**src/nmi_pkg.sv**
```systemverilog
// Contract
// - diag pulse held at least 30 ms
// - one pulse, then disarmed until re-armed
// - enable command re-arms the one-shot
// - causes latched, returned on source read
// - reading cause record clears it
// - set-source command itself triggers the pulse
// - global enable gates every trigger
// - global enable resets to enabled, volatile
// - chassis diag request triggers, logs nothing
// - front panel button press triggers
// - event filter diag action triggers
// - processor internal error trigger, build option
// - watchdog pre-timeout diag action triggers
// - pulse the line, log each assertion
// - watchdog pre-timeout raises management interrupt
// - event buffer message raises management interrupt
// - each management trigger separately enabled
// - interrupt line level readable for diagnostics
package nmi_pkg;
   // =====================================================
   // register map
   localparam logic [7:0] ADDR_CTRL    = 8'h00;
   localparam logic [7:0] ADDR_STATUS  = 8'h04;
   localparam logic [7:0] ADDR_SOURCE  = 8'h08;
   localparam logic [7:0] ADDR_SETSRC  = 8'h0C;
   localparam logic [7:0] ADDR_SMI_EN  = 8'h10;
   localparam logic [7:0] ADDR_SMI_ST  = 8'h14;
   // =====================================================
   // ctrl bits (write side)
   localparam int CTRL_EN_BIT     = 0;
   localparam int CTRL_DIAG_BIT   = 1;
   localparam int CTRL_CLRSMI_BIT = 2;
   // cause bit positions
   localparam int SRC_W           = 6;
   localparam int SRC_CHASSIS     = 0;
   localparam int SRC_PANEL       = 1;
   localparam int SRC_FILTER      = 2;
   localparam int SRC_PROC_ERR    = 3;
   localparam int SRC_WATCHDOG    = 4;
   localparam int SRC_SETCMD      = 5;
   // management interrupt enables
   localparam int SMI_WDOG_BIT    = 0;
   localparam int SMI_EVBUF_BIT   = 1;
   // =====================================================
   // reset values and timing
   localparam logic              ENABLE_RST   = 1'b1;
   localparam logic [SRC_W-1:0]  SRC_RST      = 6'h00;
   localparam logic [1:0]        SMI_EN_RST   = 2'h0;
   localparam int  CLK_MHZ        = 200;
   localparam int  PULSE_MS       = 30;
   localparam int  PULSE_CYCLES   = PULSE_MS * 1000 * CLK_MHZ;
   localparam int  CNT_W          = 23;
   typedef enum logic [1:0]
   {
      ST_IDLE  = 2'b00,
      ST_PULSE = 2'b01,
      ST_SPENT = 2'b10
   } pulse_state_t;
endpackage

```
**src/pulse_if.sv**
```systemverilog
`timescale 1ns/1ps
interface pulse_if;
   logic fire;
   logic rearm;
   logic active;
   logic armed;
   modport ctrl
   (
      output fire,
      output rearm,
      input  active,
      input  armed
   );
   modport gen
   (
      input  fire,
      input  rearm,
      output active,
      output armed
   );
endinterface

```
**src/nmi_smi_generator.sv**
```systemverilog
// The implementer's own choices: the register addresses and the APB slave port.
`timescale 1ns/1ps
module nmi_smi_generator
#(
   parameter bit HAS_PROC_ERR  = 1'b1,
   parameter int PULSE_CYCLES  = nmi_pkg::PULSE_CYCLES
)
(
   input  wire logic          sys_clk,
   input  wire logic          reset_n,
   input  wire logic          psel,
   input  wire logic          penable,
   input  wire logic          pwrite,
   input  wire logic [7:0]    paddr,
   input  wire logic [31:0]   pwdata,
   output logic               pready,
   output logic [31:0]        prdata,
   output logic               pslverr,
   input  wire logic          front_panel_diag_interrupt,
   input  wire logic          filter_diag_hit,
   input  wire logic          processor_internal_error,
   input  wire logic          wdog_pretimeout_diag,
   input  wire logic          wdog_pretimeout_smi,
   input  wire logic          evbuf_msg_in,
   input  wire logic          nmi_line_sense,
   output logic               nmi_out,
   output logic               smi_out,
   output logic               diag_log_evt
);
   // =====================================================
   // reset release
   logic rst_meta_ff;
   logic rst_sync_ff;
   always_ff @(posedge sys_clk or negedge reset_n)
   begin
      if (!reset_n)
      begin
         rst_meta_ff <= 1'b0;
         rst_sync_ff <= 1'b0;
      end
      else
      begin
         rst_meta_ff <= 1'b1;
         rst_sync_ff <= rst_meta_ff;
      end
   end
   wire rst_n = rst_sync_ff;

   // =====================================================
   // pin synchronisers
   localparam int NPIN = 7;
   wire  [NPIN-1:0] pin_raw = {nmi_line_sense, evbuf_msg_in, wdog_pretimeout_smi,
                               wdog_pretimeout_diag, processor_internal_error,
                               filter_diag_hit, front_panel_diag_interrupt};
   logic [NPIN-1:0] pin_meta_ff;
   logic [NPIN-1:0] pin_sync_ff;
   logic [NPIN-1:0] pin_prev_ff;
   always_ff @(posedge sys_clk or negedge rst_n)
   begin
      if (!rst_n)
      begin
         pin_meta_ff <= '0;
         pin_sync_ff <= '0;
         pin_prev_ff <= '0;
      end
      else
      begin
         pin_meta_ff <= pin_raw;
         pin_sync_ff <= pin_meta_ff;
         pin_prev_ff <= pin_sync_ff;
      end
   end
   // edges only: a held button or a stuck level fires once
   wire  [NPIN-1:0] pin_rise = pin_sync_ff & ~pin_prev_ff;

   // =====================================================
   // apb decode
   wire acc      = psel & penable;
   wire wr       = acc & pwrite;
   wire rd       = acc & ~pwrite;
   wire hit_ctrl = (paddr == nmi_pkg::ADDR_CTRL);
   wire hit_stat = (paddr == nmi_pkg::ADDR_STATUS);
   wire hit_src  = (paddr == nmi_pkg::ADDR_SOURCE);
   wire hit_set  = (paddr == nmi_pkg::ADDR_SETSRC);
   wire hit_smie = (paddr == nmi_pkg::ADDR_SMI_EN);
   wire hit_smis = (paddr == nmi_pkg::ADDR_SMI_ST);
   wire mapped   = hit_ctrl | hit_stat | hit_src | hit_set | hit_smie | hit_smis;

   wire wr_ctrl  = wr & hit_ctrl;
   wire cmd_en   = wr_ctrl & pwdata[nmi_pkg::CTRL_EN_BIT];
   wire cmd_dis  = wr_ctrl & ~pwdata[nmi_pkg::CTRL_EN_BIT];
   wire cmd_diag = wr_ctrl & pwdata[nmi_pkg::CTRL_DIAG_BIT];
   wire cmd_csmi = wr_ctrl & pwdata[nmi_pkg::CTRL_CLRSMI_BIT];
   wire cmd_set  = wr & hit_set;
   wire src_read = rd & hit_src;

   // =====================================================
   // trigger gathering
   logic [nmi_pkg::SRC_W-1:0] trig;
   always_comb
   begin
      trig = '0;
      trig[nmi_pkg::SRC_CHASSIS]  = cmd_diag;
      trig[nmi_pkg::SRC_PANEL]    = pin_rise[0];
      trig[nmi_pkg::SRC_FILTER]   = pin_rise[1];
      trig[nmi_pkg::SRC_PROC_ERR] = HAS_PROC_ERR & pin_rise[2];
      trig[nmi_pkg::SRC_WATCHDOG] = pin_rise[3];
      trig[nmi_pkg::SRC_SETCMD]   = cmd_set;
   end
   // set-source also carries the cause bits written by the agent
   wire [nmi_pkg::SRC_W-1:0] set_bits = cmd_set ? pwdata[nmi_pkg::SRC_W-1:0] : '0;
   wire [nmi_pkg::SRC_W-1:0] new_src  = trig | set_bits;

   // =====================================================
   // enable, cause record, one-shot
   logic                      enable_ff;
   logic [nmi_pkg::SRC_W-1:0] src_ff;
   wire  [nmi_pkg::SRC_W-1:0] nxt_src = (src_read ? '0 : src_ff) | new_src;
   wire                       nxt_enable = cmd_en ? 1'b1 : (cmd_dis ? 1'b0 : enable_ff);

   pulse_if pif();
   assign pif.fire  = enable_ff & (|trig);
   assign pif.rearm = cmd_en;
   // a pulse starts when armed, or when spent but rearmed in the same cycle
   wire accept      = pif.armed | (pif.rearm & ~pif.active);

   nmi_pulse_gen #(.PULSE_CYCLES(PULSE_CYCLES)) u_pulse
   (
      .clk   (sys_clk),
      .rst_n (rst_n),
      .pif   (pif)
   );

   always_ff @(posedge sys_clk or negedge rst_n)
   begin
      if (!rst_n)
      begin
         enable_ff <= nmi_pkg::ENABLE_RST;
         src_ff    <= nmi_pkg::SRC_RST;
      end
      else
      begin
         enable_ff <= nxt_enable;
         src_ff    <= nxt_src;
      end
   end

   // =====================================================
   // management interrupt
   logic [1:0] smi_en_ff;
   logic [1:0] smi_st_ff;
   wire  [1:0] smi_trig = {pin_rise[5], pin_rise[4]} & smi_en_ff;
   wire  [1:0] nxt_smi_st = (cmd_csmi ? 2'h0 : smi_st_ff) | smi_trig;
   always_ff @(posedge sys_clk or negedge rst_n)
   begin
      if (!rst_n)
      begin
         smi_en_ff <= nmi_pkg::SMI_EN_RST;
         smi_st_ff <= 2'h0;
      end
      else
      begin
         if (wr & hit_smie)
            smi_en_ff <= pwdata[1:0];
         smi_st_ff <= nxt_smi_st;
      end
   end

   // =====================================================
   // outputs and read data
   logic [31:0] rdata_mux;
   always_comb
   begin
      rdata_mux = 32'h00000000;
      if (hit_ctrl)
         rdata_mux = {31'h0, enable_ff};
      else if (hit_stat)
         rdata_mux = {28'h0, pin_sync_ff[6], pif.armed, pif.active, enable_ff};
      else if (hit_src)
         rdata_mux = {26'h0, src_ff};
      else if (hit_smie)
         rdata_mux = {30'h0, smi_en_ff};
      else if (hit_smis)
         rdata_mux = {30'h0, smi_st_ff};
   end

   always_ff @(posedge sys_clk or negedge rst_n)
   begin
      if (!rst_n)
      begin
         pready       <= 1'b0;
         prdata       <= 32'h00000000;
         pslverr      <= 1'b0;
         nmi_out      <= 1'b0;
         smi_out      <= 1'b0;
         diag_log_evt <= 1'b0;
      end
      else
      begin
         pready       <= psel & ~penable;
         prdata       <= (psel & ~penable & ~pwrite) ? rdata_mux : prdata;
         pslverr      <= psel & ~penable & ~mapped;
         nmi_out      <= pif.active;
         smi_out      <= |nxt_smi_st;
         // log every assertion except the chassis command path
         diag_log_evt <= pif.fire & accept & ~trig[nmi_pkg::SRC_CHASSIS];
      end
   end

   // =====================================================
   // checks
   gate_block_a: assert property (@(posedge sys_clk) disable iff (!rst_n)
      (!enable_ff && pif.armed) |=> pif.armed)
      else $error("trigger passed while disabled");
   src_latch_a: assert property (@(posedge sys_clk) disable iff (!rst_n)
      (|trig) |=> (src_ff & $past(trig)) == $past(trig))
      else $error("cause not latched");
   src_clear_a: assert property (@(posedge sys_clk) disable iff (!rst_n)
      (src_read && !(|new_src)) |=> src_ff == '0)
      else $error("read did not clear cause");
   accum_a: assert property (@(posedge sys_clk) disable iff (!rst_n)
      (!src_read) |=> (src_ff & $past(src_ff)) == $past(src_ff))
      else $error("cause bit lost");
   set_fires_a: assert property (@(posedge sys_clk) disable iff (!rst_n)
      (cmd_set && enable_ff && pif.armed) |=> ##1 nmi_out)
      else $error("set-source did not fire");
   smi_mask_a: assert property (@(posedge sys_clk) disable iff (!rst_n)
      (smi_st_ff == 2'h0 && smi_en_ff == 2'h0) |=> smi_st_ff == 2'h0)
      else $error("disabled smi cause set");
   nmi_follow_a: assert property (@(posedge sys_clk) disable iff (!rst_n)
      pif.active |=> nmi_out)
      else $error("nmi line not driven");
   chassis_nolog_a: assert property (@(posedge sys_clk) disable iff (!rst_n)
      trig[nmi_pkg::SRC_CHASSIS] |=> !diag_log_evt)
      else $error("chassis pulse logged");
endmodule

```
**src/nmi_pulse_gen.sv**
```systemverilog
`timescale 1ns/1ps
module nmi_pulse_gen
#(
   parameter int PULSE_CYCLES = nmi_pkg::PULSE_CYCLES
)
(
   input  wire logic   clk,
   input  wire logic   rst_n,
   pulse_if.gen        pif
);
   // =====================================================
   // one-shot pulse timer
   nmi_pkg::pulse_state_t                 state_ff;
   nmi_pkg::pulse_state_t                 nxt_state;
   logic [nmi_pkg::CNT_W-1:0]             cnt_ff;
   logic [nmi_pkg::CNT_W-1:0]             nxt_cnt;
   wire                                   done = (cnt_ff == nmi_pkg::CNT_W'(PULSE_CYCLES - 1));

   always_comb
   begin
      nxt_state = state_ff;
      nxt_cnt   = cnt_ff;
      case (state_ff)
         nmi_pkg::ST_IDLE:
         begin
            if (pif.fire)
            begin
               nxt_state = nmi_pkg::ST_PULSE;
               nxt_cnt   = '0;
            end
         end
         nmi_pkg::ST_PULSE:
         begin
            nxt_cnt = cnt_ff + 1'b1;
            if (done)
               nxt_state = nmi_pkg::ST_SPENT;
         end
         nmi_pkg::ST_SPENT:
         begin
            // a rearm and a trigger in one cycle must still fire
            if (pif.rearm && pif.fire)
            begin
               nxt_state = nmi_pkg::ST_PULSE;
               nxt_cnt   = '0;
            end
            else if (pif.rearm)
               nxt_state = nmi_pkg::ST_IDLE;
         end
         default:
            nxt_state = nmi_pkg::ST_IDLE;
      endcase
   end

   always_ff @(posedge clk or negedge rst_n)
   begin
      if (!rst_n)
      begin
         state_ff <= nmi_pkg::ST_IDLE;
         cnt_ff   <= '0;
      end
      else
      begin
         state_ff <= nxt_state;
         cnt_ff   <= nxt_cnt;
      end
   end

   assign pif.active = (state_ff == nmi_pkg::ST_PULSE);
   assign pif.armed  = (state_ff == nmi_pkg::ST_IDLE);

   // pulse never ends early: count must reach full length first
   pulse_len_a: assert property (@(posedge clk) disable iff (!rst_n)
      $fell(pif.active) |-> $past(cnt_ff) == nmi_pkg::CNT_W'(PULSE_CYCLES - 1))
      else $error("pulse ended short");
   no_refire_a: assert property (@(posedge clk) disable iff (!rst_n)
      (state_ff == nmi_pkg::ST_SPENT && !pif.rearm) |=> !pif.active)
      else $error("pulse while disarmed");
   rearm_a: assert property (@(posedge clk) disable iff (!rst_n)
      (state_ff == nmi_pkg::ST_SPENT && pif.rearm && !pif.fire) |=> pif.armed)
      else $error("rearm ignored");
   rearm_fire_a: assert property (@(posedge clk) disable iff (!rst_n)
      (state_ff == nmi_pkg::ST_SPENT && pif.rearm && pif.fire) |=> pif.active)
      else $error("rearm with trigger lost");
endmodule

```
**config.mk**
```make
export PLATFORM = sky130hd
export DESIGN_NAME = nmi_smi_generator
export DESIGN_NICKNAME = d
export VERILOG_FILES = /design/src/nmi_pkg.sv /design/src/pulse_if.sv /design/src/nmi_smi_generator.sv /design/src/nmi_pulse_gen.sv
export SDC_FILE = /design/constraint.sdc
export NUM_CORES = 1
export LEC_CHECK = 0
export ABC_AREA = 0
export BUFFER_PORTS_ARGS = -buffer_cell sky130_fd_sc_hd__buf_2
export CAP_MARGIN = 10
export CORE_MARGIN = 8
export CORE_UTILIZATION = 30
export CTS_CLUSTER_SIZE = 25
export DETAILED_ROUTE_END_ITERATION = 8
export SETUP_SLACK_MARGIN = 0.15
export SYNTH_ARGS = -nofsm -noshare
export SYNTH_HDL_FRONTEND = slang
export SYNTH_HIERARCHICAL = 1
export SYNTH_SLANG_ARGS = --single-unit
```
**constraint.sdc**
```tcl
create_clock -name sys_clk -period 5.4 [get_ports sys_clk]
set_input_delay 0.27 -clock sys_clk [delete_from_list [all_inputs] [get_ports sys_clk]]
set_output_delay 0.27 -clock sys_clk [all_outputs]
set_load 0.05 [all_outputs]
```
# Yosys cells after proc, flatten, opt, wreduce, memory -nomap -nowiden
# Cells that the tools add are included.
totals:
  reg_bits: 95
  in_bits: 52
  elab_cells: 93
classes:
  add_sub_neg: 1
  eq_ne: 12
  muxes: 18
  n_bitwise: 36
  n_reduce_logical: 9
ops:
  columns: ["op", "count"]
  rows:
  - ["$pmux W23 S3", 1]
  - ["$mux W23", 2]
  - ["$mux W32", 1]
  - ["$mux W6", 4]
  - ["$add A23 B1 Y23 const B", 1]
  - ["$eq A23 B23 Y1 const B", 1]
  - ["$and A1 B1 Y1", 18]
  - ["$eq A8 B4 Y1 const B", 2]
  - ["$eq A8 B5 Y1 const B", 2]
  - ["$mux W2", 7]
  - ["$or A6 B6 Y6", 2]
  - ["$eq A8 B3 Y1 const B", 1]
  - ["$logic_not A8 Y1", 1]
  - ["$and A6 B6 Y6", 1]
  - ["$not A1 Y1", 6]
  - ["$not A6 Y6", 1]
  - ["$or A1 B1 Y1", 6]
  - ["$pmux W2 S3", 1]
  - ["$reduce_and A3 Y1", 2]
  - ["$reduce_or A6 Y1", 1]
  - ["$ne A2 B1 Y1 const B", 2]
  - ["$ne A3 B2 Y1 const B", 1]
  - ["$reduce_bool A3 Y1", 1]
  - ["$and A2 B2 Y2", 1]
  - ["9 further kinds", 10]

# Logic depth before layout (Yosys ltp)
logic_depth:
  ltp_word: 9
  mapped_depth: 10
  ltp_nobuf: 8

# Hierarchy
# Netlist, hierarchy kept.
by_module_without_submodules:
  columns: ["mod", "n_inst", "cells_each", "area_each_um2", "seq_area_each_um2"]
  rows:
  - ["nmi_smi_generator", 1, 169, 1895.6, 1102.3]
  - ["nmi_pulse_gen", 1, 151, 1416.4, 625.6]

# Worst setup path after synthesis
# OpenSTA, ideal clock, no wires.
synth_path:
  path_type: "input to register"
  startpoint: "input paddr[7]"
  endpoint: "register u_pulse/cnt_ff[14] in the netlist's numbering"
  setup_time_ns: 0.078
  t_arrival_ns: 2.795
  setup_slack_ns: 2.527
  cell_stages: 8
  n_path_buf: 0
  cell_sequence: "or4_4 -> nor4_4 -> nor4b_2 -> a21oi_1 -> nor2_1 -> a2111o_1 -> or4_1 -> a21oi_1"
synth_via:
  elab_chain_len: 8
  elab_cells_between_ends: 12
synth_rtl:
  columns: ["item", "line", "text"]
  rows:
  - ["from (decl)", "nmi_smi_generator.sv:14", "input wire logic [7:0] paddr,"]
  - ["$logic_not A8 Y1", "nmi_smi_generator.sv:81", "wire hit_ctrl = (paddr == nmi_pkg::ADDR_CTRL);"]
  - ["$and A1 B1 Y1", "nmi_smi_generator.sv:89", "wire wr_ctrl = wr & hit_ctrl;"]
  - ["$and A1 B1 Y1", "nmi_smi_generator.sv:92", "wire cmd_diag = wr_ctrl & pwdata[nmi_pkg::CTRL_DIAG_BIT];"]
  - ["$reduce_or A6 Y1 *", "nmi_smi_generator.sv:122", "assign pif.fire = enable_ff & (|trig);"]
  - ["$and A1 B1 Y1 *", "nmi_smi_generator.sv:122", null]
  - ["net pif.fire", "pulse_if.sv:3", "logic fire;"]
  - ["$logic_and A1 B1 Y1", "nmi_pulse_gen.sv:41", "if (pif.rearm && pif.fire)"]
  - ["$ne A2 B1 Y1 (no source line)", null, null]
  - ["$reduce_and A3 Y1 (no source line) *", null, null]
  - ["to (signal assigned)", "nmi_pulse_gen.sv:64", "cnt_ff <= nxt_cnt;"]
  - ["to (decl)", "nmi_pulse_gen.sv:15", "logic [nmi_pkg::CNT_W-1:0] cnt_ff;"]
# Mark *: on every way through the listed nets, which the timed path passes. The rest lies on a longest branch.
# A chain may end at the register's enable or synchronous reset.

# Final worst setup path
layout_path:
  startpoint: "input paddr[7]"
  endpoint: "register u_pulse/cnt_ff[22] in the netlist's numbering"
# The elaborated chain is that of the path after synthesis.

==> flow_metrics.py <==
metrics = {
    "synthesis": {
        "ys_seq_elements": 69,
        "synth_area_um2": 3310,
        "yosysWarnings": 6,
        "synth.distinct_cells": 58,
        "syn_avg_cell_area_um2": 10.3,
        "synth_top_area_share": 0.514,
        "synth.area.top_cells": "dfrtp_1, buf_4, nand2_1",
        "ys_seq_area_frac": 0.522,
        "synthArstFlopShare": 1.00,
        "synth_edf_count": 0,
        "synth_area_leader_cell": "dfrtp_1",
        "synth_ff_type": "dfrtp_1",
        "synthCells": 320,
    },
    "critical_path": {
        "required_ps": 5670,
        "cp-end-kind": "flop",
        "startpoint_type": "input port",
        "worstSetupPathType": "input port to flop",
        "cp-endpoint": "u_pulse/cnt_ff[22]$_DFFE_PN0P_",
        "critPathLaunch": "paddr[7]",
        "cp_cell_sequence": "buf_2 > or4_4 > nor4_4 > nor4b_2 > a21oi_1 > nor2_1 > a2111o_1 > or4_1 > a21oi_1",
        "cp_num_buf_inv": 1,
        "r2r_setup_slack_ps": 2860,
        "cpMostUsedCell": "a21oi_1",
        "crit_cells": 9,
        "cpMaxStageDelayCell": "or4_4",
        "r2r_start": "u_pulse/cnt_ff[3]$_DFFE_PN0P_",
        "worstPathArrival_ps": 3330,
        "slowest_delay_ps": 590,
        "r2r_end": "u_pulse/cnt_ff[22]$_DFFE_PN0P_",
        "r2r_cells": 4,
        "cp_max_fo": 9,
        "crit_family": "simple AND/OR/NAND/NOR gates",
    },
    "global_routing": {
        "grtUsageTotal": 0.0973,
        "grt_pass1_wl_um": 11400,
        "grt_use_met1": 0.128,
        "grt.overflow.total": 0,
        "grt_use_met2": 0.146,
        "top_usage_layer": "met2",
        "use_met3": 0.0163,
        "grt_pass1_vias": 2325,
        "grt_max_degree": 68,
        "grt_antenna_before_repair": 0,
    },
    "cts": {
        "cts_tree": "yes",
        "numCtsBuffers": 9,
        "htreeDepth": 3,
        "worstSkewPairLatency_ps": 360,
        "clock_sinks": 69,
        "clock-root-buffer": "clkbuf_8",
        "ctsResizeCount": 0,
        "cts.path.max_buffers": 2,
        "clkTransAtPathRegs_ps": 80,
    },
    "placed_design": {
        "routabilityCongestion": 0.790,
        "io_buffer_count": 35,
        "dp_cells": 483,
        "place_area_um2": 3520,
        "dpl.hpwl_um": 4940,
    },
    "timing": {
        "grt_setup_unrepaired": "no",
        "setup-violations-final": 0,
        "tightest_slew_ps": 818,
        "max_freq_mhz": 327,
        "setup_tns_ps": 0,
        "finalHoldViolCount": 0,
        "slew_headroom": 0.455,
        "maxSlewViolCount": 0,
        "fin_worst_skew_ps": 16.6,
        "min_period_ps": 3060,
        "period_share": 0.567,
    },
    "route": {
        "wl_per_cell_um": 13.8,
        "vias": 2405,
        "vias_per_cell": 4.81,
        "antenna_left": 0,
        "wirelength_um": 6880,
        "drc": 0,
        "first_iter_violations": 75,
        "drtPass1Iterations": 4,
    },
    "pwr": {
        "p_int_mw": 0.760,
        "pwr-share-clk": 0.407,
        "p_per_area_nw_per_um2": 280,
        "ir_worst_vdd_mv": 0.128,
        "p_sw_frac": 0.272,
        "switching_power_mw": 0.284,
        "p_comb_frac": 0.084,
        "p_seq_frac": 0.508,
        "finalPower_mw": 1.04,
        "p_leak_nw": 1.59,
    },
    "layout": {
        "design_area_um2": 3720,
        "fillers": 1121,
        "drive_above_1_share": 0.194,
        "fin_cells": 500,
        "register_area_um2": 1730,
        "layout.nets": 408,
        "syn_to_final_growth_pct": 12.5,
        "multi_input_area_um2": 1390,
        "antennaDiodeCount": 0,
    },
    "floorplan": {
        "start_util": 0.307,
        "pin_count": 89,
        "rows": 38,
        "die_w_um": 121,
        "die-area_um2": 14700,
        "die_height_um": 121,
        "coreArea_um2": 10800,
    },
    "worst_hold_path": {
        "hold_path_class": "input port to flop",
    },
    "status": {
        "status": "completed",
    },
    "flow_run": {
        "maxCapViolCount": 0,
    },
}
[through the flow]
stage / hold WS [ps] / util / setup WS [ps]
2_1_floorplan: -25.6 / - / 2530
3_3_place_gp: 55.8 / 0.326 / 2010
3_5_place_dp: 60.1 / 0.326 / 1980
4_1_cts: 6.07 / 0.345 / 2340
5_1_grt: 7.73 / 0.345 / 2140
6_report: 23.6 / 0.345 / 2340
[how the worst min path moves through the flow]
stage / start / end / slack (ps) / depth (start not counted)
floorplan: reset_n / rst_meta_ff$_DFF_PN0_ / -30 / 0
global placement: reset_n / rst_meta_ff$_DFF_PN0_ / 60 / 1
detailed placement: reset_n / rst_meta_ff$_DFF_PN0_ / 60 / 1
CTS: filter_diag_hit / pin_meta_ff[1]$_DFF_PN0_ / 6 / 1
global route: nmi_line_sense / pin_meta_ff[6]$_DFF_PN0_ / 8 / 1
finish: nmi_line_sense / pin_meta_ff[6]$_DFF_PN0_ / 20 / 1
[flip-flops by register name, summed over array words and instances (netlist names), 2 cells and up]
signal            count
pin_meta_ff           7
pin_prev_ff           6
pin_sync_ff           7
prdata                6
smi_en_ff             2
smi_st_ff             2
src_ff                6
u_pulse/cnt_ff       23
u_pulse/state_ff      2
[cell usage in the layout, fill, tap and decap left out, types with 3 or more instances in the layout]
cell type  Yosys  layout
or4_1          8       8
nor2_1        14      14
a211oi_1       3       3
xnor2_1        4       4
nand2b_1       6       6
o21a_1         4       4
and4_1         3       3
nor4_1         6       6
o31ai_1       10      10
inv_1         10      10
nand4_1        7       7
buf_2          1      35
nand3b_1       3       3
and3_1         4       4
nand3_1       14      14
a21oi_1       17      17
o21ai_0       16      16
conb_1         2      27
dfrtp_1       68      67
clkbuf_8       0       9
nand2_1       29      29
nor2b_1        3       3
and2_1         5       5
or2_2          3       3
[power by group through the flow]
| stage | clock, mW | combinational, mW | sequential, mW |
|---|---|---|---|
| final | 0.425 | 0.0881 | 0.531 |
| after global routing | 0.460 | 0.0955 | 0.532 |
| after CTS | 0.439 | 0.0886 | 0.531 |
| after detailed placement | 0 | 0.0879 | 0.541 |
| after global placement | 0 | 0.0872 | 0.541 |
| after floorplan | 0 | 0.0716 | 0.551 |
[cell type report]
class,instances,share of cell area
clock inverter,6,0.0191
multi-input combinational,228,0.374
clock buffer,10,0.0343
tap,140,0.0470
timing repair buffer,37,0.0517
sequential,69,0.464
inverter,10,0.0101
[routing by layer]
metal | share of wire | vias to the layer above
met2 | 0.44 | 57
met5 | 0 | -
li1 | - | 1183
met3 | 0.050 | 14
met1 | 0.48 | 1151
met4 | 0.027 | 0
[cell usage after synthesis, types with 7 or more instances]
cell / number
or4_1: 8
a21oi_1: 17
o31ai_1: 10
clkbuf_1: 10
dfrtp_1: 68
nand2_1: 29
nand3_1: 14
inv_1: 10
o21ai_0: 16
buf_4: 26
nor2_1: 14
nand4_1: 7
[kinds of logic after synthesis]
group / synth area share
fa+ha+maj: 0.00378
simple gates: 0.215
xor+xnor: 0.0132
flops: 0.522
other cells: 0.00227
mux: 0.00680
compound gates: 0.151
buf+inv: 0.0865
[timing repair]
action | 4_1_cts | 5_1_grt
endpoints found under the hold margin | 2 | 0
hold buffers | 1 | 0
buffers inserted | 0 | 0
endpoints found under the setup margin | 0 | 0
Note: power is estimated with default switching activity, not from simulation.
